===== src/design/cfs_pkg.sv =====
package cfs_pkg;

  // clock and tick
  localparam int CFS_CLK_PS          = 25000;
  localparam int CFS_TICK_PS         = 4000000;
  localparam int CFS_TICK_CYC        = CFS_TICK_PS / CFS_CLK_PS;
  localparam int CFS_TICK_US         = 4;
  localparam int CFS_TICK_CW         = 8;

  // protection timing in microseconds and ticks
  localparam int CFS_CAL_US          = 250;
  localparam int CFS_UV_DLY_US       = 1000;
  localparam int CFS_UV_ARM_US       = 1500;
  localparam int CFS_SS0_US          = 700;
  localparam int CFS_TW              = 16;
  localparam logic [CFS_TW-1:0] CFS_CAL_TICKS    = CFS_TW'((CFS_CAL_US + CFS_TICK_US - 1) / CFS_TICK_US);
  localparam logic [CFS_TW-1:0] CFS_UV_DLY_TICKS = CFS_TW'((CFS_UV_DLY_US + CFS_TICK_US - 1) / CFS_TICK_US);
  localparam logic [CFS_TW-1:0] CFS_UV_ARM_TICKS = CFS_TW'((CFS_UV_ARM_US + CFS_TICK_US - 1) / CFS_TICK_US);
  localparam logic [CFS_TW-1:0] CFS_TMAX         = 16'hffff;

  // hiccup arithmetic
  localparam int CFS_HIC_EXP_BASE    = 8;
  localparam int CFS_HIC_OFFSET      = 257;
  localparam int CFS_HIC_MULT        = 7;

  // register map
  localparam int CFS_AW              = 4;
  localparam logic [CFS_AW-1:0] CFS_OFF_CTRL   = 4'h0;
  localparam logic [CFS_AW-1:0] CFS_OFF_STATUS = 4'h4;
  localparam logic [CFS_AW-1:0] CFS_OFF_MASK   = 4'h8;
  localparam logic [CFS_AW-1:0] CFS_OFF_STATE  = 4'hc;
  localparam int CFS_EVW             = 5;
  localparam int CFS_EV_OCP          = 0;
  localparam int CFS_EV_UV           = 1;
  localparam int CFS_EV_OV           = 2;
  localparam int CFS_EV_BIAS         = 3;
  localparam int CFS_EV_THERM        = 4;
  localparam logic        CFS_CTRL_RST   = 1'b1;
  localparam logic [CFS_EVW-1:0] CFS_MASK_RST = 5'h00;
  localparam int CFS_ST_SEL_POS      = 4;
  localparam int CFS_ST_HS_POS       = 6;
  localparam int CFS_ST_LS_POS       = 7;

  typedef enum logic [2:0] {
    CFS_IDLE, CFS_CAL, CFS_SOFT, CFS_RUN, CFS_UV_OFF, CFS_OV_PULL, CFS_OV_OFF
  } cfs_state_t;

  // soft-start length: 0.7 ms doubled per selection step
  function automatic logic [CFS_TW-1:0] cfs_ss_ticks(input logic [1:0] sel);
    cfs_ss_ticks = CFS_TW'(((CFS_SS0_US << sel) + CFS_TICK_US - 1) / CFS_TICK_US);
  endfunction : cfs_ss_ticks

  // wait time (2^n + 257) ticks, n = 8 + sel
  function automatic logic [CFS_TW-1:0] cfs_hic_wait(input logic [1:0] sel);
    cfs_hic_wait = CFS_TW'((1 << (CFS_HIC_EXP_BASE + sel)) + CFS_HIC_OFFSET);
  endfunction : cfs_hic_wait

  function automatic logic [CFS_TW-1:0] cfs_hic_delay(input logic [1:0] sel);
    cfs_hic_delay = CFS_TW'(CFS_HIC_MULT * int'(cfs_hic_wait(sel)));
  endfunction : cfs_hic_delay

endpackage : cfs_pkg


===== src/design/cfs_tick_gen.sv =====
`timescale 1ns/1ps
`default_nettype none
module cfs_tick_gen
  import cfs_pkg::*;
(
  input  wire logic mclk,
  input  wire logic resetn,
  output logic      tick
);

  logic [CFS_TICK_CW-1:0] cnt_reg;

  always_ff @(posedge mclk) begin
    if (!resetn) begin
      cnt_reg <= '0;
      tick    <= 1'b0;
    end else if (cnt_reg == CFS_TICK_CW'(CFS_TICK_CYC - 1)) begin
      cnt_reg <= '0;
      tick    <= 1'b1;
    end else begin
      cnt_reg <= cnt_reg + 1'b1;
      tick    <= 1'b0;
    end
  end

  chk_tick_spacing: assert property (@(posedge mclk) disable iff (!resetn) tick |=> !tick[*8]) else $error("tick too close");

endmodule : cfs_tick_gen
`default_nettype wire


===== src/design/cfs_sequencer.sv =====
`timescale 1ns/1ps
`default_nettype none
// Operation
// - hold off state while overcurrent flag high
// - overcurrent checked only in off state
// - undervoltage shutdown restarts after hiccup, repeats
// - wait (2^n+257) ticks, delay seven times
// - timing per soft-start selection as tabulated
// - undervoltage persisting 1 ms latches both off
// - undervoltage latch restarts after hiccup delay
// - undervoltage ignored until 1.5 ms after soft-start
// - overvoltage forces high off, low on
// - low stays on until 1 ms undervoltage
// - backup overvoltage input engages same response
// - bias lockout shuts down, non-latching
// - over-temperature shuts down, non-latching
// - mode resistor code selects soft-start time
module cfs_sequencer
  import cfs_pkg::*;
(
  input  wire logic              mclk,
  input  wire logic              resetn,
  input  wire logic              enable_in,
  input  wire logic [1:0]        mode_sel,
  input  wire logic              bias_lockout,
  input  wire logic              over_temp,
  input  wire logic              overcurrent_guard,
  input  wire logic              undervoltage_guard,
  input  wire logic              overvoltage_guard,
  input  wire logic              backup_overvoltage_sense,
  input  wire logic              pwm_on_req,
  input  wire logic              on_time_done,
  input  wire logic [CFS_AW-1:0] reg_addr,
  input  wire logic [31:0]       reg_wdata,
  input  wire logic              reg_wr,
  input  wire logic              reg_rd,
  output logic [31:0]            reg_rdata,
  output logic                   hs_gate_en,
  output logic                   ls_gate_en,
  output logic                   soft_start_done,
  output logic                   irq
);

  cfs_state_t           state_reg;
  cfs_state_t           state_next;
  logic                 tick;
  logic [CFS_TW-1:0]    timer_reg;
  logic [CFS_TW-1:0]    uv_cnt_reg;
  logic [1:0]           ss_sel_reg;
  logic                 phase_on_reg;
  logic                 sw_enable_reg;
  logic [CFS_EVW-1:0]   status_reg;
  logic [CFS_EVW-1:0]   mask_reg;
  logic [CFS_EVW-1:0]   events;
  logic                 fault_stop;
  logic                 ov_any;
  logic                 switching;
  logic                 uv_armed;
  logic                 uv_expired;

  cfs_tick_gen u_tick (
    .mclk   (mclk),
    .resetn (resetn),
    .tick   (tick)
  );

  // shutdown causes are levels; comparator hysteresis lives in the analog front
  assign fault_stop = bias_lockout || over_temp || !enable_in || !sw_enable_reg;
  assign ov_any     = overvoltage_guard || backup_overvoltage_sense;
  assign switching  = (state_reg == CFS_SOFT) || (state_reg == CFS_RUN);
  assign uv_armed   = (state_reg == CFS_RUN) && (timer_reg >= CFS_UV_ARM_TICKS);
  assign uv_expired = (uv_cnt_reg >= CFS_UV_DLY_TICKS);

  always_comb begin
    state_next = state_reg;
    if (fault_stop) begin
      state_next = CFS_IDLE;
    end else begin
      case (state_reg)
        CFS_IDLE: begin
          state_next = CFS_CAL;
        end
        CFS_CAL: begin
          if (timer_reg >= CFS_CAL_TICKS) begin
            state_next = CFS_SOFT;
          end
        end
        CFS_SOFT: begin
          if (ov_any) begin
            state_next = CFS_OV_PULL;
          end else if (timer_reg >= cfs_ss_ticks(ss_sel_reg)) begin
            state_next = CFS_RUN;
          end
        end
        CFS_RUN: begin
          if (ov_any) begin
            state_next = CFS_OV_PULL;
          end else if (uv_armed && uv_expired) begin
            state_next = CFS_UV_OFF;
          end
        end
        CFS_UV_OFF: begin
          // hiccup: wait out the delay, then soft start again; loops while the fault lasts
          if (timer_reg >= cfs_hic_delay(ss_sel_reg)) begin
            state_next = CFS_SOFT;
          end
        end
        CFS_OV_PULL: begin
          if (uv_expired) begin
            state_next = CFS_OV_OFF;
          end
        end
        CFS_OV_OFF: begin
          state_next = CFS_OV_OFF;
        end
        default: begin
          state_next = CFS_IDLE;
        end
      endcase
    end
  end

  always_ff @(posedge mclk) begin
    if (!resetn) begin
      state_reg <= CFS_IDLE;
    end else begin
      state_reg <= state_next;
    end
  end

  // one tick-based timer per state; saturates so long runs stay armed
  always_ff @(posedge mclk) begin
    if (!resetn) begin
      timer_reg <= '0;
    end else if (state_next != state_reg) begin
      timer_reg <= '0;
    end else if (tick && timer_reg != CFS_TMAX) begin
      timer_reg <= timer_reg + 1'b1;
    end
  end

  // undervoltage persistence; any gap restarts the count
  always_ff @(posedge mclk) begin
    if (!resetn) begin
      uv_cnt_reg <= '0;
    end else if (!undervoltage_guard || !(uv_armed || state_reg == CFS_OV_PULL)) begin
      uv_cnt_reg <= '0;
    end else if (tick && uv_cnt_reg != CFS_TMAX) begin
      uv_cnt_reg <= uv_cnt_reg + 1'b1;
    end
  end

  // selection is sampled once per start-up, at the end of calibration
  always_ff @(posedge mclk) begin
    if (!resetn) begin
      ss_sel_reg <= 2'h0;
    end else if (state_reg == CFS_CAL && state_next == CFS_SOFT) begin
      ss_sel_reg <= mode_sel;
    end
  end

  // switching phase: off ends only when the loop asks and current is below trip
  always_ff @(posedge mclk) begin
    if (!resetn) begin
      phase_on_reg <= 1'b0;
    end else if (!switching) begin
      phase_on_reg <= 1'b0;
    end else if (phase_on_reg) begin
      if (on_time_done) begin
        phase_on_reg <= 1'b0;
      end
    end else if (pwm_on_req && !overcurrent_guard) begin
      phase_on_reg <= 1'b1;
    end
  end

  always_ff @(posedge mclk) begin
    if (!resetn) begin
      hs_gate_en      <= 1'b0;
      ls_gate_en      <= 1'b0;
      soft_start_done <= 1'b0;
    end else begin
      hs_gate_en      <= switching && phase_on_reg;
      ls_gate_en      <= (switching && !phase_on_reg) || (state_reg == CFS_OV_PULL);
      soft_start_done <= (state_reg == CFS_RUN);
    end
  end

  assign events[CFS_EV_OCP]   = switching && !phase_on_reg && pwm_on_req && overcurrent_guard;
  assign events[CFS_EV_UV]    = (state_reg == CFS_RUN) && (state_next == CFS_UV_OFF);
  assign events[CFS_EV_OV]    = (state_next == CFS_OV_PULL) && (state_reg != CFS_OV_PULL);
  assign events[CFS_EV_BIAS]  = bias_lockout;
  assign events[CFS_EV_THERM] = over_temp;

  // a new event in the clearing cycle stays set
  always_ff @(posedge mclk) begin
    if (!resetn) begin
      status_reg <= '0;
    end else if (reg_wr && reg_addr == CFS_OFF_STATUS) begin
      status_reg <= (status_reg & ~reg_wdata[CFS_EVW-1:0]) | events;
    end else begin
      status_reg <= status_reg | events;
    end
  end

  always_ff @(posedge mclk) begin
    if (!resetn) begin
      sw_enable_reg <= CFS_CTRL_RST;
      mask_reg      <= CFS_MASK_RST;
    end else if (reg_wr) begin
      if (reg_addr == CFS_OFF_CTRL) begin
        sw_enable_reg <= reg_wdata[0];
      end
      if (reg_addr == CFS_OFF_MASK) begin
        mask_reg <= reg_wdata[CFS_EVW-1:0];
      end
    end
  end

  always_ff @(posedge mclk) begin
    if (!resetn) begin
      irq <= 1'b0;
    end else begin
      irq <= |(status_reg & mask_reg);
    end
  end

  // read data live for exactly the cycle after the strobe
  always_ff @(posedge mclk) begin
    if (!resetn || !reg_rd) begin
      reg_rdata <= 32'h0;
    end else begin
      case (reg_addr)
        CFS_OFF_CTRL:   reg_rdata <= {31'h0, sw_enable_reg};
        CFS_OFF_STATUS: reg_rdata <= {27'h0, status_reg};
        CFS_OFF_MASK:   reg_rdata <= {27'h0, mask_reg};
        CFS_OFF_STATE:  reg_rdata <= {24'h0, ls_gate_en, hs_gate_en, ss_sel_reg, 1'b0, state_reg};
        default:        reg_rdata <= 32'h0;
      endcase
    end
  end

  chk_ocp_hold_off: assert property (@(posedge mclk) disable iff (!resetn)
    (!phase_on_reg && overcurrent_guard) |=> !phase_on_reg)
    else $error("on phase began while overcurrent high");

  chk_ocp_blind_on: assert property (@(posedge mclk) disable iff (!resetn)
    (phase_on_reg && !on_time_done && switching && !fault_stop && !ov_any) |=> phase_on_reg)
    else $error("on phase cut by overcurrent");

  chk_hiccup_length: assert property (@(posedge mclk) disable iff (!resetn)
    (state_reg == CFS_SOFT && $past(state_reg) == CFS_UV_OFF)
      |-> $past(timer_reg) >= cfs_hic_delay(ss_sel_reg))
    else $error("hiccup restart too early");

  chk_uv_latch_both: assert property (@(posedge mclk) disable iff (!resetn)
    (state_reg == CFS_UV_OFF) |=> (!hs_gate_en && !ls_gate_en))
    else $error("driver on in undervoltage latch");

  chk_uv_persist: assert property (@(posedge mclk) disable iff (!resetn)
    (state_reg == CFS_UV_OFF && $past(state_reg) == CFS_RUN) |-> $past(uv_cnt_reg) >= CFS_UV_DLY_TICKS)
    else $error("undervoltage latched before 1 ms");

  chk_uv_unarmed: assert property (@(posedge mclk) disable iff (!resetn)
    (state_reg == CFS_RUN && timer_reg < CFS_UV_ARM_TICKS) |=> state_reg != CFS_UV_OFF)
    else $error("undervoltage acted before arming");

  chk_ov_pull_low: assert property (@(posedge mclk) disable iff (!resetn)
    (ov_any && state_reg == CFS_RUN && !fault_stop) |=> ##1 (ls_gate_en && !hs_gate_en))
    else $error("overvoltage did not pull low");

  chk_ov_release: assert property (@(posedge mclk) disable iff (!resetn)
    (state_reg == CFS_OV_OFF && $past(state_reg) == CFS_OV_PULL) |-> $past(uv_cnt_reg) >= CFS_UV_DLY_TICKS)
    else $error("overvoltage latch-off too early");

  chk_bias_stop: assert property (@(posedge mclk) disable iff (!resetn)
    bias_lockout |=> ##1 (!hs_gate_en && !ls_gate_en))
    else $error("drivers on under bias lockout");

  chk_therm_stop: assert property (@(posedge mclk) disable iff (!resetn)
    over_temp |=> (state_reg == CFS_IDLE))
    else $error("no shutdown on over-temperature");

  chk_mode_capture: assert property (@(posedge mclk) disable iff (!resetn)
    (state_reg == CFS_SOFT && $past(state_reg) == CFS_CAL) |-> ss_sel_reg == $past(mode_sel))
    else $error("soft-start selection not captured");

  chk_restart_path: assert property (@(posedge mclk) disable iff (!resetn)
    ($past(state_reg) == CFS_IDLE && state_reg != CFS_IDLE) |-> state_reg == CFS_CAL)
    else $error("recovery skipped start-up sequence");

endmodule : cfs_sequencer
`default_nettype wire


===== config.mk =====
export PLATFORM = sky130hd
export DESIGN_NAME = cfs_sequencer
export DESIGN_NICKNAME = d
export VERILOG_FILES = /design/src/design/cfs_pkg.sv /design/src/design/cfs_tick_gen.sv /design/src/design/cfs_sequencer.sv
export SDC_FILE = /design/constraint.sdc
export NUM_CORES = 1
export LEC_CHECK = 0
export BUFFER_PORTS_ARGS = -buffer_cell sky130_fd_sc_hd__buf_2
export CAP_MARGIN = 20
export CORE_UTILIZATION = 58
export DETAILED_ROUTE_END_ITERATION = 10
export GPL_TIMING_DRIVEN = 0
export HOLD_SLACK_MARGIN = 0.08
export PLACE_DENSITY_LB_ADDON = 0.08
export SETUP_SLACK_MARGIN = 0.15
export SYNTH_ARGS = -nofsm -noshare
export SYNTH_HDL_FRONTEND = slang
export SYNTH_HIERARCHICAL = 1
export SYNTH_SLANG_ARGS = --single-unit

===== constraint.sdc =====
create_clock -name mclk -period 9.3 [get_ports mclk]
set_clock_uncertainty 0.1 [all_clocks]
set_input_delay 0.93 -clock mclk [delete_from_list [all_inputs] [get_ports mclk]]
set_output_delay 0.93 -clock mclk [all_outputs]
set_load 0.02 [all_outputs]

Word-level counts from Yosys, hierarchy flattened
Index checks and enable logic that the tools add are counted.
Word-level totals
  flip-flop bits (word level): 94
  input port bits: 51
  logic and storage cells: 110
Operators by class
  add/subtract/negate cells: 8
  multipliers: 1
  order comparisons: 5
  equal/unequal tests: 17
  shift operators: 2
  mux-type cells: 15
  bitwise logic cells: 7
  reduce and logical (&&, ||, !) cells: 40
Operators by type and width (number)
  $add A16 B1 Y16 const B: 2
  $add A32 B4 Y32 const B: 1
  $ge A16 B16 Y1: 2
  $ne A16 B16 Y1 const B: 2
  $pmux W8 S4: 1
  $shl A10 B2 Y32 const A: 1
  $sub A32 B2 Y32 const B: 1
  $mux W3: 8
  $pmux W3 S7: 1
  $add A16 B1 Y16: 1
  $add A16 B10 Y16 const B: 1
  $ge A16 B6 Y1 const B: 1
  $ge A16 B8 Y1 const B: 1
  $ge A16 B9 Y1 const B: 1
  $mul A3 B16 Y16 const A: 1
  $shl A1 B5 Y16 const A: 1
  $eq A3 B3 Y1 const B: 5
  $logic_and A1 B1 Y1: 13
  $and A5 B5 Y5: 2
  $or A5 B5 Y5: 2
  $eq A3 B2 Y1 const B: 3
  $logic_or A1 B1 Y1: 9
  $add A8 B1 Y8 const B: 1
  $eq A4 B4 Y1 const B: 2
  17 further kinds: 32

Longest topological paths before layout
Gate-level depths: netlist of run 1.
  depth in word-level cells: 15
  depth in mapped cells: 19
  depth with buffers taken out: 18

Cells and area by module
The synthesis of run 1 kept the hierarchy.
By module, submodules not included
  cfs_sequencer: instances 1, cells each 442, area each 3784.9 um2, sequential area each 1221.2 um2
  cfs_tick_gen: instances 1, cells each 39, area each 380.4 um2, sequential area each 180.2 um2

Worst setup path after synthesis of run 1
OpenSTA, ideal clock, no wires.
  path type: register -> register
  from: reg ss_sel_reg[0]
  to: reg timer_reg[10]
  arrival: 3.844 ns
  required time: 9.081 ns
  path slack: 5.237 ns
  cell stages (with the launch flop): 19
  clock period less this slack: 4.063 ns
  cell sequence: dfxtp_1 -> inv_1 -> ha_1 -> ha_1 -> nand3_1 -> fa_1 -> inv_1 -> ha_1 -> o21ai_0 -> xor2_1 -> o21ai_0 -> ha_1 -> nand4_1 -> o32a_1 -> a211oi_1 -> nor4bb_1 -> mux2i_1 -> buf_2 -> nor4_1
On the way
  longest elaborated chain between the ends: 13
Ends and longest elaborated chain
  start: declaration: RTL line cfs_sequencer.sv:49  | logic [1:0] ss_sel_reg;
  start signal: assignment: RTL line cfs_sequencer.sv:158  | ss_sel_reg <= mode_sel;
  $shl A10 B2 Y32: RTL line cfs_pkg.sv:50  | cfs_ss_ticks = CFS_TW'(((CFS_SS0_US << sel) + CFS_TICK_US - 1) / CFS_TICK_US);
  $add A32 B4 Y32: RTL line cfs_pkg.sv:50
  $sub A32 B2 Y32: RTL line cfs_pkg.sv:50
  $reduce_or A2 Y1 (no source line)
  $and A1 B1 Y1 (no source line)
  $add A16 B1 Y16 (no source line)
  $ge A16 B16 Y1: RTL line cfs_sequencer.sv:91  | end else if (timer_reg >= cfs_ss_ticks(ss_sel_reg)) begin
  $mux W3: RTL line cfs_sequencer.sv:91
  $mux W3: RTL line cfs_sequencer.sv:89  | if (ov_any) begin
  $pmux W3 S7 (*): RTL line cfs_sequencer.sv:79  | case (state_reg)
  $mux W3 (*): RTL line cfs_sequencer.sv:76  | if (fault_stop) begin
  $ne A3 B3 Y1 (*): RTL line cfs_sequencer.sv:135  | end else if (state_next != state_reg) begin
  $reduce_or A2 Y1 (no source line) (*)
  end signal: assignment: RTL line cfs_sequencer.sv:138  | timer_reg <= timer_reg + 1'b1;
  end: declaration: RTL line cfs_sequencer.sv:47  | logic [CFS_TW-1:0] timer_reg;
Every way passes the cells marked *; elsewhere a longest branch is shown, timed or not.
A chain may end at the register's enable or synchronous reset.

Worst setup path after layout of run 1
  from: reg ss_sel_reg[0]
  to: reg timer_reg[7]
Same word-level chain as after synthesis.

==> results of run 1 <==
[cell type report]
cell class / instances / share of cell area
well taps: 96 / 0.02530
clock inverters: 6 / 0.01449
plain buffers: 39 / 0.05613
flip-flops and latches: 70 / 0.2951
inverters: 18 / 0.01423
repair buffers: 34 / 0.03584
clock buffers: 10 / 0.02899
multi-input cells: 377 / 0.5299
[per-layer routing]
| metal | up-vias | global-route usage | share of wire |
|---|---|---|---|
| met2 | 115 | 0.4177 | 0.46 |
| met1 | 1678 | 0.3367 | 0.47 |
| met5 | - | 0 | 0 |
| met3 | 10 | 0.04571 | 0.062 |
| met4 | 0 | 0.09091 | 0.011 |
| li1 | 1818 | - | - |
[kinds of logic (layout without fill, tap and decap cells)]
logic type,Yosys count,count (layout)
buffers and inverters,57,107
and+or+nand+nor,203,203
DFF,70,70
AOI/OAI and AO/OA,77,77
xor gates and xnor gates,30,30
other,1,24
muxes,11,11
adders and majority gates,32,32
[how the worst max path moves through the flow]
stage,slack (ns),startpoint,endpoint,cells past startpoint
3_5_place_dp,4.45,ss_sel_reg[0],timer_reg[7],19
5_1_grt,4.03,ss_sel_reg[0],timer_reg[8],19
2_1_floorplan,5.24,ss_sel_reg[0],timer_reg[10],18
6_report,4.40,ss_sel_reg[0],timer_reg[7],19
4_1_cts,4.42,ss_sel_reg[0],timer_reg[7],19
3_3_place_gp,4.53,ss_sel_reg[0],timer_reg[7],19
[worst reg2reg max path, delay by kind of cell, from the launching register on]
family                     cells  cell delay, ns
DFF                            1            0.40
xor gates and xnor gates       1            0.17
muxes                          1            0.61
adders and majority gates      5            1.44
buffers and inverters          3            0.60
and+or+nand+nor                4            0.61
AOI/OAI and AO/OA              5            0.86
[power groups by stage]
stage               logic, mW  registers [mW]  clock network, mW
floorplan              0.0299           0.310                  0
detailed placement     0.0397           0.311                  0
global placement       0.0396           0.311                  0
global route           0.0440           0.304              0.273
CTS                    0.0399           0.304              0.258
finish                 0.0405           0.304              0.255
[stage by stage]
step / utilization / hold WS, ns
after floorplan: - / 0.3132
after global placement: 0.6612 / 0.3254
after detailed placement: 0.6612 / 0.3413
after CTS: 0.6913 / 0.3586
after global routing: 0.6913 / 0.3837
final: 0.6913 / 0.3519
[layout by cell type, fill, tap and decap left out, drive strengths merged, types with 2 or more instances in the layout]
cell,instances
a21boi,7
o31a,3
o2111ai,3
o31ai,4
mux2i,7
and4,4
nand2,43
inv,20
o21a,3
a31oi,2
ha,31
a21o,4
and3,10
nor2,45
nand3,21
mux2,3
xnor2,10
buf,65
nand2b,2
dfxtp,70
clkinv,2
or3,7
or4,5
nor3b,2
nor4,17
a22oi,5
clkbuf,18
nand4,15
o21ai,11
nor2b,10
and2,10
nor4bb,2
conb,24
xor2,20
nor3,7
a21oi,15
a211oi,7
==> impl_metrics.csv, run 1 <==
group,metric,value,unit
outcome,outcome,"complete, no violations",
final_layout,final_area,4748,um2
setup_path,timing.rr.start,"ss_sel_reg[0]",
placed_design,gp_congestion,0.8769,
logic_synthesis,avgSynthCellArea,8.660,um2
worst_hold_path,hold_path_depth,1,
detailed_routing,first_pass_iters,4,
die,placementRows,30,
clock_network,clk_pin_slew,0.08,ns
logic_synthesis,syn_inst,481,
logic_synthesis,syn_area,4165,um2
setup_path,crit_chain,"inv_1 > ha_1 > ha_1 > nand3_1 > fa_1 > inv_1 > ha_1 > o21ai_0 > xor2_1 > o21ai_0 > ha_1 > nand4_1 > a211oi_1 > nor2_1 > a21oi_1 > o31ai_2 > mux2i_1 > buf_2 > nor4_1",
final_layout,instances_no_fill,650,
sta,tightest_slew,0.7185,ns
power_and_ir_drop,leakage,1.998,nW
clock_network,hold_buffers,0,
logic_synthesis,yosysTopAreaCell,"dfxtp_1",
run,cap_violations,0,
logic_synthesis,synth.area.top_cells,"dfxtp_1, ha_1, buf_4",
logic_synthesis,synth_seq_area_share,0.3364,
placed_design,place_area,4542,um2
setup_path,crit_path_top_delay_cell,"mux2i_1",
power_and_ir_drop,intPower,0.4515,mW
final_layout,diodes,0,
clock_network,cts_resized,0,
sta,clock.fmax,0.2041,GHz
power_and_ir_drop,power_switching_share,0.2461,
setup_path,r2r-end,"timer_reg[7]",
logic_synthesis,synth_most_common_cell,"dfxtp_1",
clock_network,insertion_delay,0.35,ns
sta,rsz0062_at_grt,"no",
placed_design,place_inst,634,
logic_synthesis,synth_top_family_by_area,"simple AND/OR/NAND/NOR gates",
power_and_ir_drop,p_switching,0.1474,mW
placed_design,io_buffers,34,
worst_hold_path,min_from,"u_tick/cnt_reg[0]",
clock_network,cts_setup_buffers,0,
logic_synthesis,yosysUniqueCellTypes,65,
setup_path,crit_buf_inv,3,
setup_path,required,9.43,ns
placed_design,dp_slack,4.453,ns
detailed_routing,drt_iter0_drc,243,
detailed_routing,vias,3621,
sta,fin_crit_sh,0.5268,
detailed_routing,routed_via_density,5.571,
setup_path,crit_top_cell,"ha_1",
final_layout,multi_input_area,2516,um2
sta,post-route-min-period,4.899,ns
power_and_ir_drop,pwr_density_cell,126.1,nW/um2
logic_synthesis,synth_common_cells,"dfxtp_1, nor2_1, nand2_1",
die,start_util,0.6064,
setup_path,crit_fanout,10,
logic_synthesis,ys.warnings.count,6,
setup_path,max_stage_delay,0.61,ns
logic_synthesis,synth-edff-count,0,
sta,maxSlewViolCount,0,
setup_path,r2r_cells,19,
die,die_area,7525,um2
global_route,antenna_found_initial,0,
global_route,grt_pass1_wl,15.06,mm
logic_synthesis,yosys.area_share.xor_xnor,0.06308,
worst_hold_path,hold-path-endpoint,"u_tick/cnt_reg[0]",
die,die_h,86.75,um
setup_path,r2r_setup_slack,4.40,ns
clock_network,cts_tree,"done",
logic_synthesis,synthSimpleGateAreaFrac,0.2571,
logic_synthesis,async_flop_share,0,
final_layout,fillCellCount,595,
global_route,grt_pass1_vias,3314,
sta,setup_slack,4.401,ns
logic_synthesis,synthMuxAreaShare,0.03034,
setup_path,cpLargestDelayFamily,"adder cells",
setup_path,worst_setup_path_end_kind,"flip-flop",
sta,maxSlewHeadroom,0.5158,
clock_network,htree_levels,3,
detailed_routing,wl_per_cell,13.83,um
final_layout,fin_nets,632,
logic_synthesis,synth_top_area_share,0.3364,
sta,finalSetupTns,0,ns
global_route,grt.overflow.total,0,
final_layout,drive_gt1_frac,0.1697,
logic_synthesis,synthAdderAreaFrac,0.09793,
setup_path,arrival,5.03,ns
placed_design,dp_hpwl,6.824,mm
detailed_routing,antenna_left,0,
global_route,grt_usage,0.2547,
sta,finalHoldViolCount,0,
final_layout,area_delta_synth_final,14.00,%
detailed_routing,routed_wl,8.988,mm
power_and_ir_drop,p_clk_frac,0.425,
power_and_ir_drop,vdd_drop_max,0.1101,mV
setup_path,worstSetupPathType,"flip-flop to flip-flop",
die,die_x,86.75,um
power_and_ir_drop,totalPowerFinal,0.5988,mW
worst_hold_path,min_path_type,"flip-flop to flip-flop",
logic_synthesis,ys_ff_latch,70,
die,io_pins,87,
detailed_routing,drc,0,
die,core_area,6869,um2
power_and_ir_drop,p_seq_frac,0.507,
clock_network,cts_buffers,9,
power_and_ir_drop,combPwrFrac,0.068,
sta,setup_viol_count_final,0,
logic_synthesis,synth_compound_area_frac,0.1340,
clock_network,cts_max_path_buffers,2,
global_route,grt_max_degree,14,
logic_synthesis,ys_dominant_reg_cell,"dfxtp_1",
setup_path,cp-start-kind,"flip-flop",
clock_network,cts_sinks,70,
clock_network,cts_root_buf,"clkbuf_8",
final_layout,ff_latch_area,1401,um2
Note: power is estimated with default switching activity, not from simulation.
==> run 2, diff against run 1 <==
CORE_UTILIZATION = 55   (was 58)
clock period = 5.1 ns   (was 9.3 ns; I/O delays follow)
==> impl_metrics.csv, run 2 (same netlist as run 1, synthesis figures left out) <==
group,metric,value,unit
outcome,outcome,"complete, no violations",
setup_path,timing.rr.start,"ss_sel_reg[0]",
worst_hold_path,hold_path_depth,3,
sta,finalHoldViolCount,0,
final_layout,final_common_cell,"dfxtp_1",
final_layout,layout_common_cells,"dfxtp_1, nor2_1, nand2_1, buf_2, ha_1",
setup_path,crit_chain,"inv_1 > ha_1 > ha_1 > nand3_1 > fa_1 > inv_1 > ha_1 > o21ai_0 > xor2_1 > o21ai_0 > ha_1 > o21ai_0 > o32a_1 > a21oi_1 > o31ai_2 > mux2i_4 > buf_2 > nor4_1",
final_layout,drive_gt1_frac,0.1763,
setup_path,crit_buf_inv,3,
clock_network,htree_levels,3,
die,die_x,89.03,um
global_route,grt_max_degree,13,
global_route,grt_pass1_wl,14.25,mm
die,die_area,7925,um2
placed_design,place_inst,637,
die,placementRows,31,
placed_design,gp_congestion,0.8587,
setup_path,arrival,4.67,ns
setup_path,worstSetupPathType,"flip-flop to flip-flop",
sta,clock.fmax,0.2200,GHz
detailed_routing,wl_per_cell,13.89,um
final_layout,fillCellCount,657,
run,cap_violations,0,
global_route,grt_usage,0.2329,
sta,maxSlewViolCount,0,
global_route,antenna_found_initial,0,
detailed_routing,antenna_left,0,
setup_path,worst_setup_path_end_kind,"flip-flop",
detailed_routing,vias,3619,
worst_hold_path,hold-path-endpoint,"status_reg[4]",
setup_path,r2r_cells,18,
final_layout,instances_no_fill,655,
detailed_routing,routed_wl,9.096,mm
die,start_util,0.5712,
power_and_ir_drop,leakage,2.001,nW
placed_design,place_area,4546,um2
clock_network,cts_buffers,9,
final_layout,fin_nets,635,
final_layout,multi_input_area,2535,um2
sta,post-route-min-period,4.546,ns
sta,maxSlewHeadroom,0.4860,
die,core_area,7292,um2
global_route,grt_pass1_vias,3055,
clock_network,cts_root_buf,"clkbuf_8",
sta,rsz0062_at_grt,"no",
sta,fin_crit_sh,0.8914,
power_and_ir_drop,vdd_drop_max,0.1945,mV
placed_design,io_buffers,34,
setup_path,required,5.23,ns
die,io_pins,87,
detailed_routing,drt_iter0_drc,310,
final_layout,final_area,4783,um2
placed_design,dp_hpwl,6.861,mm
setup_path,r2r-end,"timer_reg[14]",
worst_hold_path,min_from,"over_temp",
setup_path,max_stage_delay,0.51,ns
clock_network,cts_tree,"done",
power_and_ir_drop,pwr_density_cell,227.3,nW/um2
detailed_routing,routed_via_density,5.525,
sta,whs,0.3003,ns
clock_network,cts_max_path_buffers,2,
sta,setup_viol_count_final,0,
setup_path,cp-start-kind,"flip-flop",
detailed_routing,first_pass_iters,5,
global_route,grt.overflow.total,0,
final_layout,ff_latch_area,1401,um2
setup_path,r2r_setup_slack,0.55,ns
die,die_h,89.03,um
clock_network,insertion_delay,0.35,ns
detailed_routing,drc,0,
setup_path,crit_path_top_delay_cell,"fa_1",
clock_network,clk_pin_slew,0.09,ns
final_layout,area_delta_synth_final,14.84,%
sta,tightest_slew,0.7626,ns
clock_network,cts_sinks,70,
sta,finalSetupTns,0,ns
worst_hold_path,min_path_type,"primary input to flip-flop",
final_layout,diodes,0,
setup_path,crit_top_cell,"ha_1",
setup_path,cpLargestDelayFamily,"adder cells",
setup_path,crit_fanout,10,
run 2: cell types whose count changed in the layout (fill, tap and decap cells not counted), sizes merged:
cell,delta
buf,+3
clkinv,-1
clkinvlp,+1
inv,-1
run 2: repair_timing:
item,4_1_cts,5_1_grt
setup endpoints to repair,0,12
gates resized for setup,0,3
hold buffers,0,0
setup buffers,0,3
run 2: metal layers:
layer	routed length (um)	track usage	up-vias	share of wire
met5	0	0	-	0
met4	131	0.07648	0	0.014
met3	427	0.04617	12	0.047
met2	4181	0.3748	105	0.46
met1	4356	0.3149	1676	0.48
li1	-	-	1826	-
run 2: worst max path at each step:
stage          depth (start not counted)          start             to
2_1_floorplan                         18  ss_sel_reg[0]  timer_reg[10]
3_3_place_gp                          17  ss_sel_reg[1]   timer_reg[8]
3_5_place_dp                          19  ss_sel_reg[0]  timer_reg[14]
4_1_cts                               19  ss_sel_reg[0]  timer_reg[14]
5_1_grt                               18  ss_sel_reg[0]  timer_reg[15]
6_report                              18  ss_sel_reg[0]  timer_reg[14]
run 2: per-stage QoR:
| stage | total power, mW | util | worst slack (ns) |
|---|---|---|---|
| 6_report | 1.087 | 0.6560 | 0.5536 |
| 5_1_grt | 1.125 | 0.6560 | 0.2330 |
| 4_1_cts | 1.092 | 0.6503 | 0.2456 |
| 3_5_place_dp | 0.6398 | 0.6234 | 0.2740 |
| 3_3_place_gp | 0.6388 | 0.6234 | 0.4383 |
| 2_1_floorplan | 0.6203 | - | 1.037 |
run 2: cell type report:
cell class              instances  share of cell area
plain buffers                  39             0.05572
repair buffers                 37             0.04028
multi-input cells             377              0.5299
clock inverters                 5             0.01229
well taps                      99             0.02590
inverters                      18             0.01413
clock buffers                  10             0.02877
flip-flops and latches         70              0.2930
run 2: worst reg2reg max path, stage by stage (launching register included):
cell and delay (ns):
dfxtp_1 0.39, inv_1 0.21, ha_1 0.28, ha_1 0.18, nand3_1 0.14, fa_1 0.51, inv_1 0.04, ha_1 0.17
o21ai_0 0.25, xor2_1 0.17, o21ai_0 0.10, ha_1 0.30, o21ai_0 0.16, o32a_1 0.22, a21oi_1 0.10, o31ai_2 0.39
mux2i_4 0.35, buf_2 0.26, nor4_1 0.09
run 2: report_power, final:
part	internal (mW)	switching, mW	leakage [nW]
registers	0.550	0.00351	0.565
logic	0.0327	0.0443	1.34
clock network	0.237	0.219	0.0948
==> run 3, diff against run 2 <==
CORE_UTILIZATION = 60   (was 55)
SYNTH_HIERARCHICAL = not set   (was 1)
clock period = 5.3 ns   (was 5.1 ns; I/O delays follow)
==> impl_metrics.csv, run 3 <==
group,metric,value,unit
global_route,antenna_found_initial,0,
logic_synthesis,synth.area.top_cells,"dfxtp_1, ha_1, nor2_1",
worst_hold_path,hold_path_depth,3,
clock_network,htree_levels,3,
setup_path,worstSetupPathType,"flip-flop to flip-flop",
setup_path,crit_fanout,10,
power_and_ir_drop,power_switching_share,0.2501,
setup_path,cp-start-kind,"flip-flop",
logic_synthesis,synth_seq_area_share,0.3349,
logic_synthesis,yosysUniqueCellTypes,66,
logic_synthesis,syn_area,4184,um2
clock_network,cts_tree,"done",
setup_path,max_stage_delay,0.52,ns
sta,rsz0062_at_grt,"no",
placed_design,dp_slack,0.7716,ns
final_layout,fillCellCount,567,
die,placementRows,30,
sta,fin_crit_sh,0.8650,
setup_path,crit_path_top_delay_cell,"fa_1",
final_layout,multi_input_area,2547,um2
die,core_area,6756,um2
setup_path,arrival,4.73,ns
global_route,grt_max_degree,14,
die,die_h,85.51,um
detailed_routing,antenna_left,0,
die,io_pins,87,
global_route,grt_pass1_wl,14.70,mm
die,die_x,85.51,um
clock_network,cts_max_path_buffers,2,
detailed_routing,drt_iter0_drc,206,
global_route,grt.overflow.total,0,
detailed_routing,routed_wl,8.877,mm
final_layout,final_common_cell,"dfxtp_1",
clock_network,cts_sinks,70,
setup_path,required,5.45,ns
setup_path,r2r_cells,19,
clock_network,hold_buffers,0,
clock_network,cts_root_buf,"clkbuf_8",
sta,maxSlewViolCount,0,
global_route,grt_usage,0.2561,
die,die_area,7311,um2
logic_synthesis,synth_common_cells,"dfxtp_1, nor2_1, nand2_1",
logic_synthesis,synth-edff-count,0,
logic_synthesis,syn_inst,475,
clock_network,cts_resized,0,
logic_synthesis,yosysTopAreaCell,"dfxtp_1",
global_route,grt_pass1_vias,3245,
final_layout,drive_gt1_frac,0.1993,
power_and_ir_drop,p_switching,0.2585,mW
setup_path,crit_buf_inv,3,
final_layout,area_delta_synth_final,13.10,%
final_layout,fin_nets,625,
clock_network,cts_buffers,9,
power_and_ir_drop,leakage,2.058,nW
detailed_routing,wl_per_cell,14.16,um
die,start_util,0.6193,
power_and_ir_drop,p_seq_frac,0.516,
clock_network,clk_pin_slew,0.08,ns
logic_synthesis,ys.warnings.count,0,
sta,setup_viol_count_final,0,
logic_synthesis,synth_most_common_cell,"dfxtp_1",
worst_hold_path,min_path_type,"primary input to flip-flop",
logic_synthesis,synth_top_area_share,0.3349,
final_layout,ff_latch_area,1401,um2
power_and_ir_drop,intPower,0.7751,mW
final_layout,diodes,0,
detailed_routing,first_pass_iters,4,
clock_network,insertion_delay,0.35,ns
detailed_routing,routed_via_density,5.579,
power_and_ir_drop,combPwrFrac,0.067,
logic_synthesis,ys_dominant_reg_cell,"dfxtp_1",
logic_synthesis,avgSynthCellArea,8.808,um2
sta,clock.fmax,0.2181,GHz
logic_synthesis,ys_ff_latch,70,
sta,post-route-min-period,4.585,ns
setup_path,crit_chain,"inv_1 > ha_1 > ha_1 > nand3_1 > fa_1 > inv_1 > ha_1 > o21ai_0 > xor2_1 > o21ai_0 > ha_1 > nand2_1 > nor2_1 > a211oi_1 > a21oi_1 > a221o_2 > xnor2_4 > buf_12 > nor3_2",
placed_design,gp_congestion,0.8925,
sta,finalHoldViolCount,0,
detailed_routing,drc,0,
power_and_ir_drop,totalPowerFinal,1.034,mW
sta,finalSetupTns,0,ns
power_and_ir_drop,pwr_density_cell,218.4,nW/um2
run,cap_violations,0,
power_and_ir_drop,p_clk_frac,0.418,
clock_network,cts_setup_buffers,0,
setup_path,cp_num_cells,19,
final_layout,layout_common_cells,"dfxtp_1, nor2_1, nand2_1, buf_2, ha_1",
detailed_routing,vias,3498,
setup_path,cpLargestDelayFamily,"adder cells",
sta,whs,0.3197,ns
setup_path,crit_top_cell,"ha_1",
sta,setup_slack,0.7155,ns
outcome,outcome,"complete, no violations",
setup_path,worst_setup_path_end_kind,"flip-flop",
placed_design,io_buffers,33,
placed_design,dp_hpwl,6.663,mm
logic_synthesis,async_flop_share,0,
power_and_ir_drop,vdd_drop_max,0.1701,mV
## run 3: cell types whose count changed after synthesis, moves of 7 or more
| cell | delta |
|---|---|
| nor3_2 | +12 |
| nor4_1 | -14 |
| nor3_1 | +7 |
| nor2_1 | +10 |
## run 3: stage by stage
step,util,instance area (um2),std cells
after CTS,0.7004,4732,627
after global routing,0.7004,4732,627
after global placement,0.6713,4536,611
final,0.7004,4732,627
after detailed placement,0.6713,4536,611
after floorplan,-,4270,498
## run 3: tightest hold or removal path, stage by stage
cell	delay, ns
buf_2	0.09
a21oi_1	0.04
nor2_1	0.07
## run 3: layer usage
metal,wire length (um),up-vias,global-route usage,share of wire
met5,0,-,0,0
met4,131,0,0.1061,0.015
met3,422,12,0.05390,0.048
met2,4203,75,0.4182,0.47
met1,4119,1637,0.3305,0.46
li1,-,1774,-,-
## run 3: cells by family (layout without fill, tap and decap cells)
logic type | count (synthesis) | in the layout | synth area share
flip-flops | 70 | 70 | 0.3349
AO/OA/AOI/OAI | 68 | 68 | 0.1133
buffers and inverters | 51 | 100 | 0.07685
multiplexers | 13 | 13 | 0.03499
XOR/XNOR | 36 | 36 | 0.07985
adder cells (fa/ha/maj) | 32 | 32 | 0.09749
other | 1 | 24 | 0.0008963
AND/OR/NAND/NOR | 204 | 204 | 0.2617
## run 3: power groups by stage
| stage | registers, mW | clock network (mW) | logic [mW] |
|---|---|---|---|
| CTS | 0.533 | 0.442 | 0.0683 |
| finish | 0.533 | 0.432 | 0.0688 |
| global placement | 0.545 | 0 | 0.0673 |
| global route | 0.534 | 0.463 | 0.0748 |
| detailed placement | 0.545 | 0 | 0.0680 |
| floorplan | 0.544 | 0 | 0.0514 |
## run 3: area by class of cell
class	count	share of cell area
Clock buffer	9	0.02618
Buffer	37	0.05685
Multi-Input combinational cell	377	0.5383
Timing Repair Buffer	33	0.03490
Sequential cell	70	0.2961
Clock inverter	7	0.01534
Tap cell	80	0.02115
Inverter	14	0.01111
## run 3: path summary, 6_finish.rpt
| path | start | endpoint | slack [ns] |
|---|---|---|---|
| setup / recovery | ss_sel_reg[0] | timer_reg[9] | 0.72 |
| hold / removal | over_temp | status_reg[4] | 0.32 |
| setup reg to reg | ss_sel_reg[0] | timer_reg[9] | 0.72 |
| hold reg to reg | hs_gate_en | reg_rdata[6] | 0.36 |
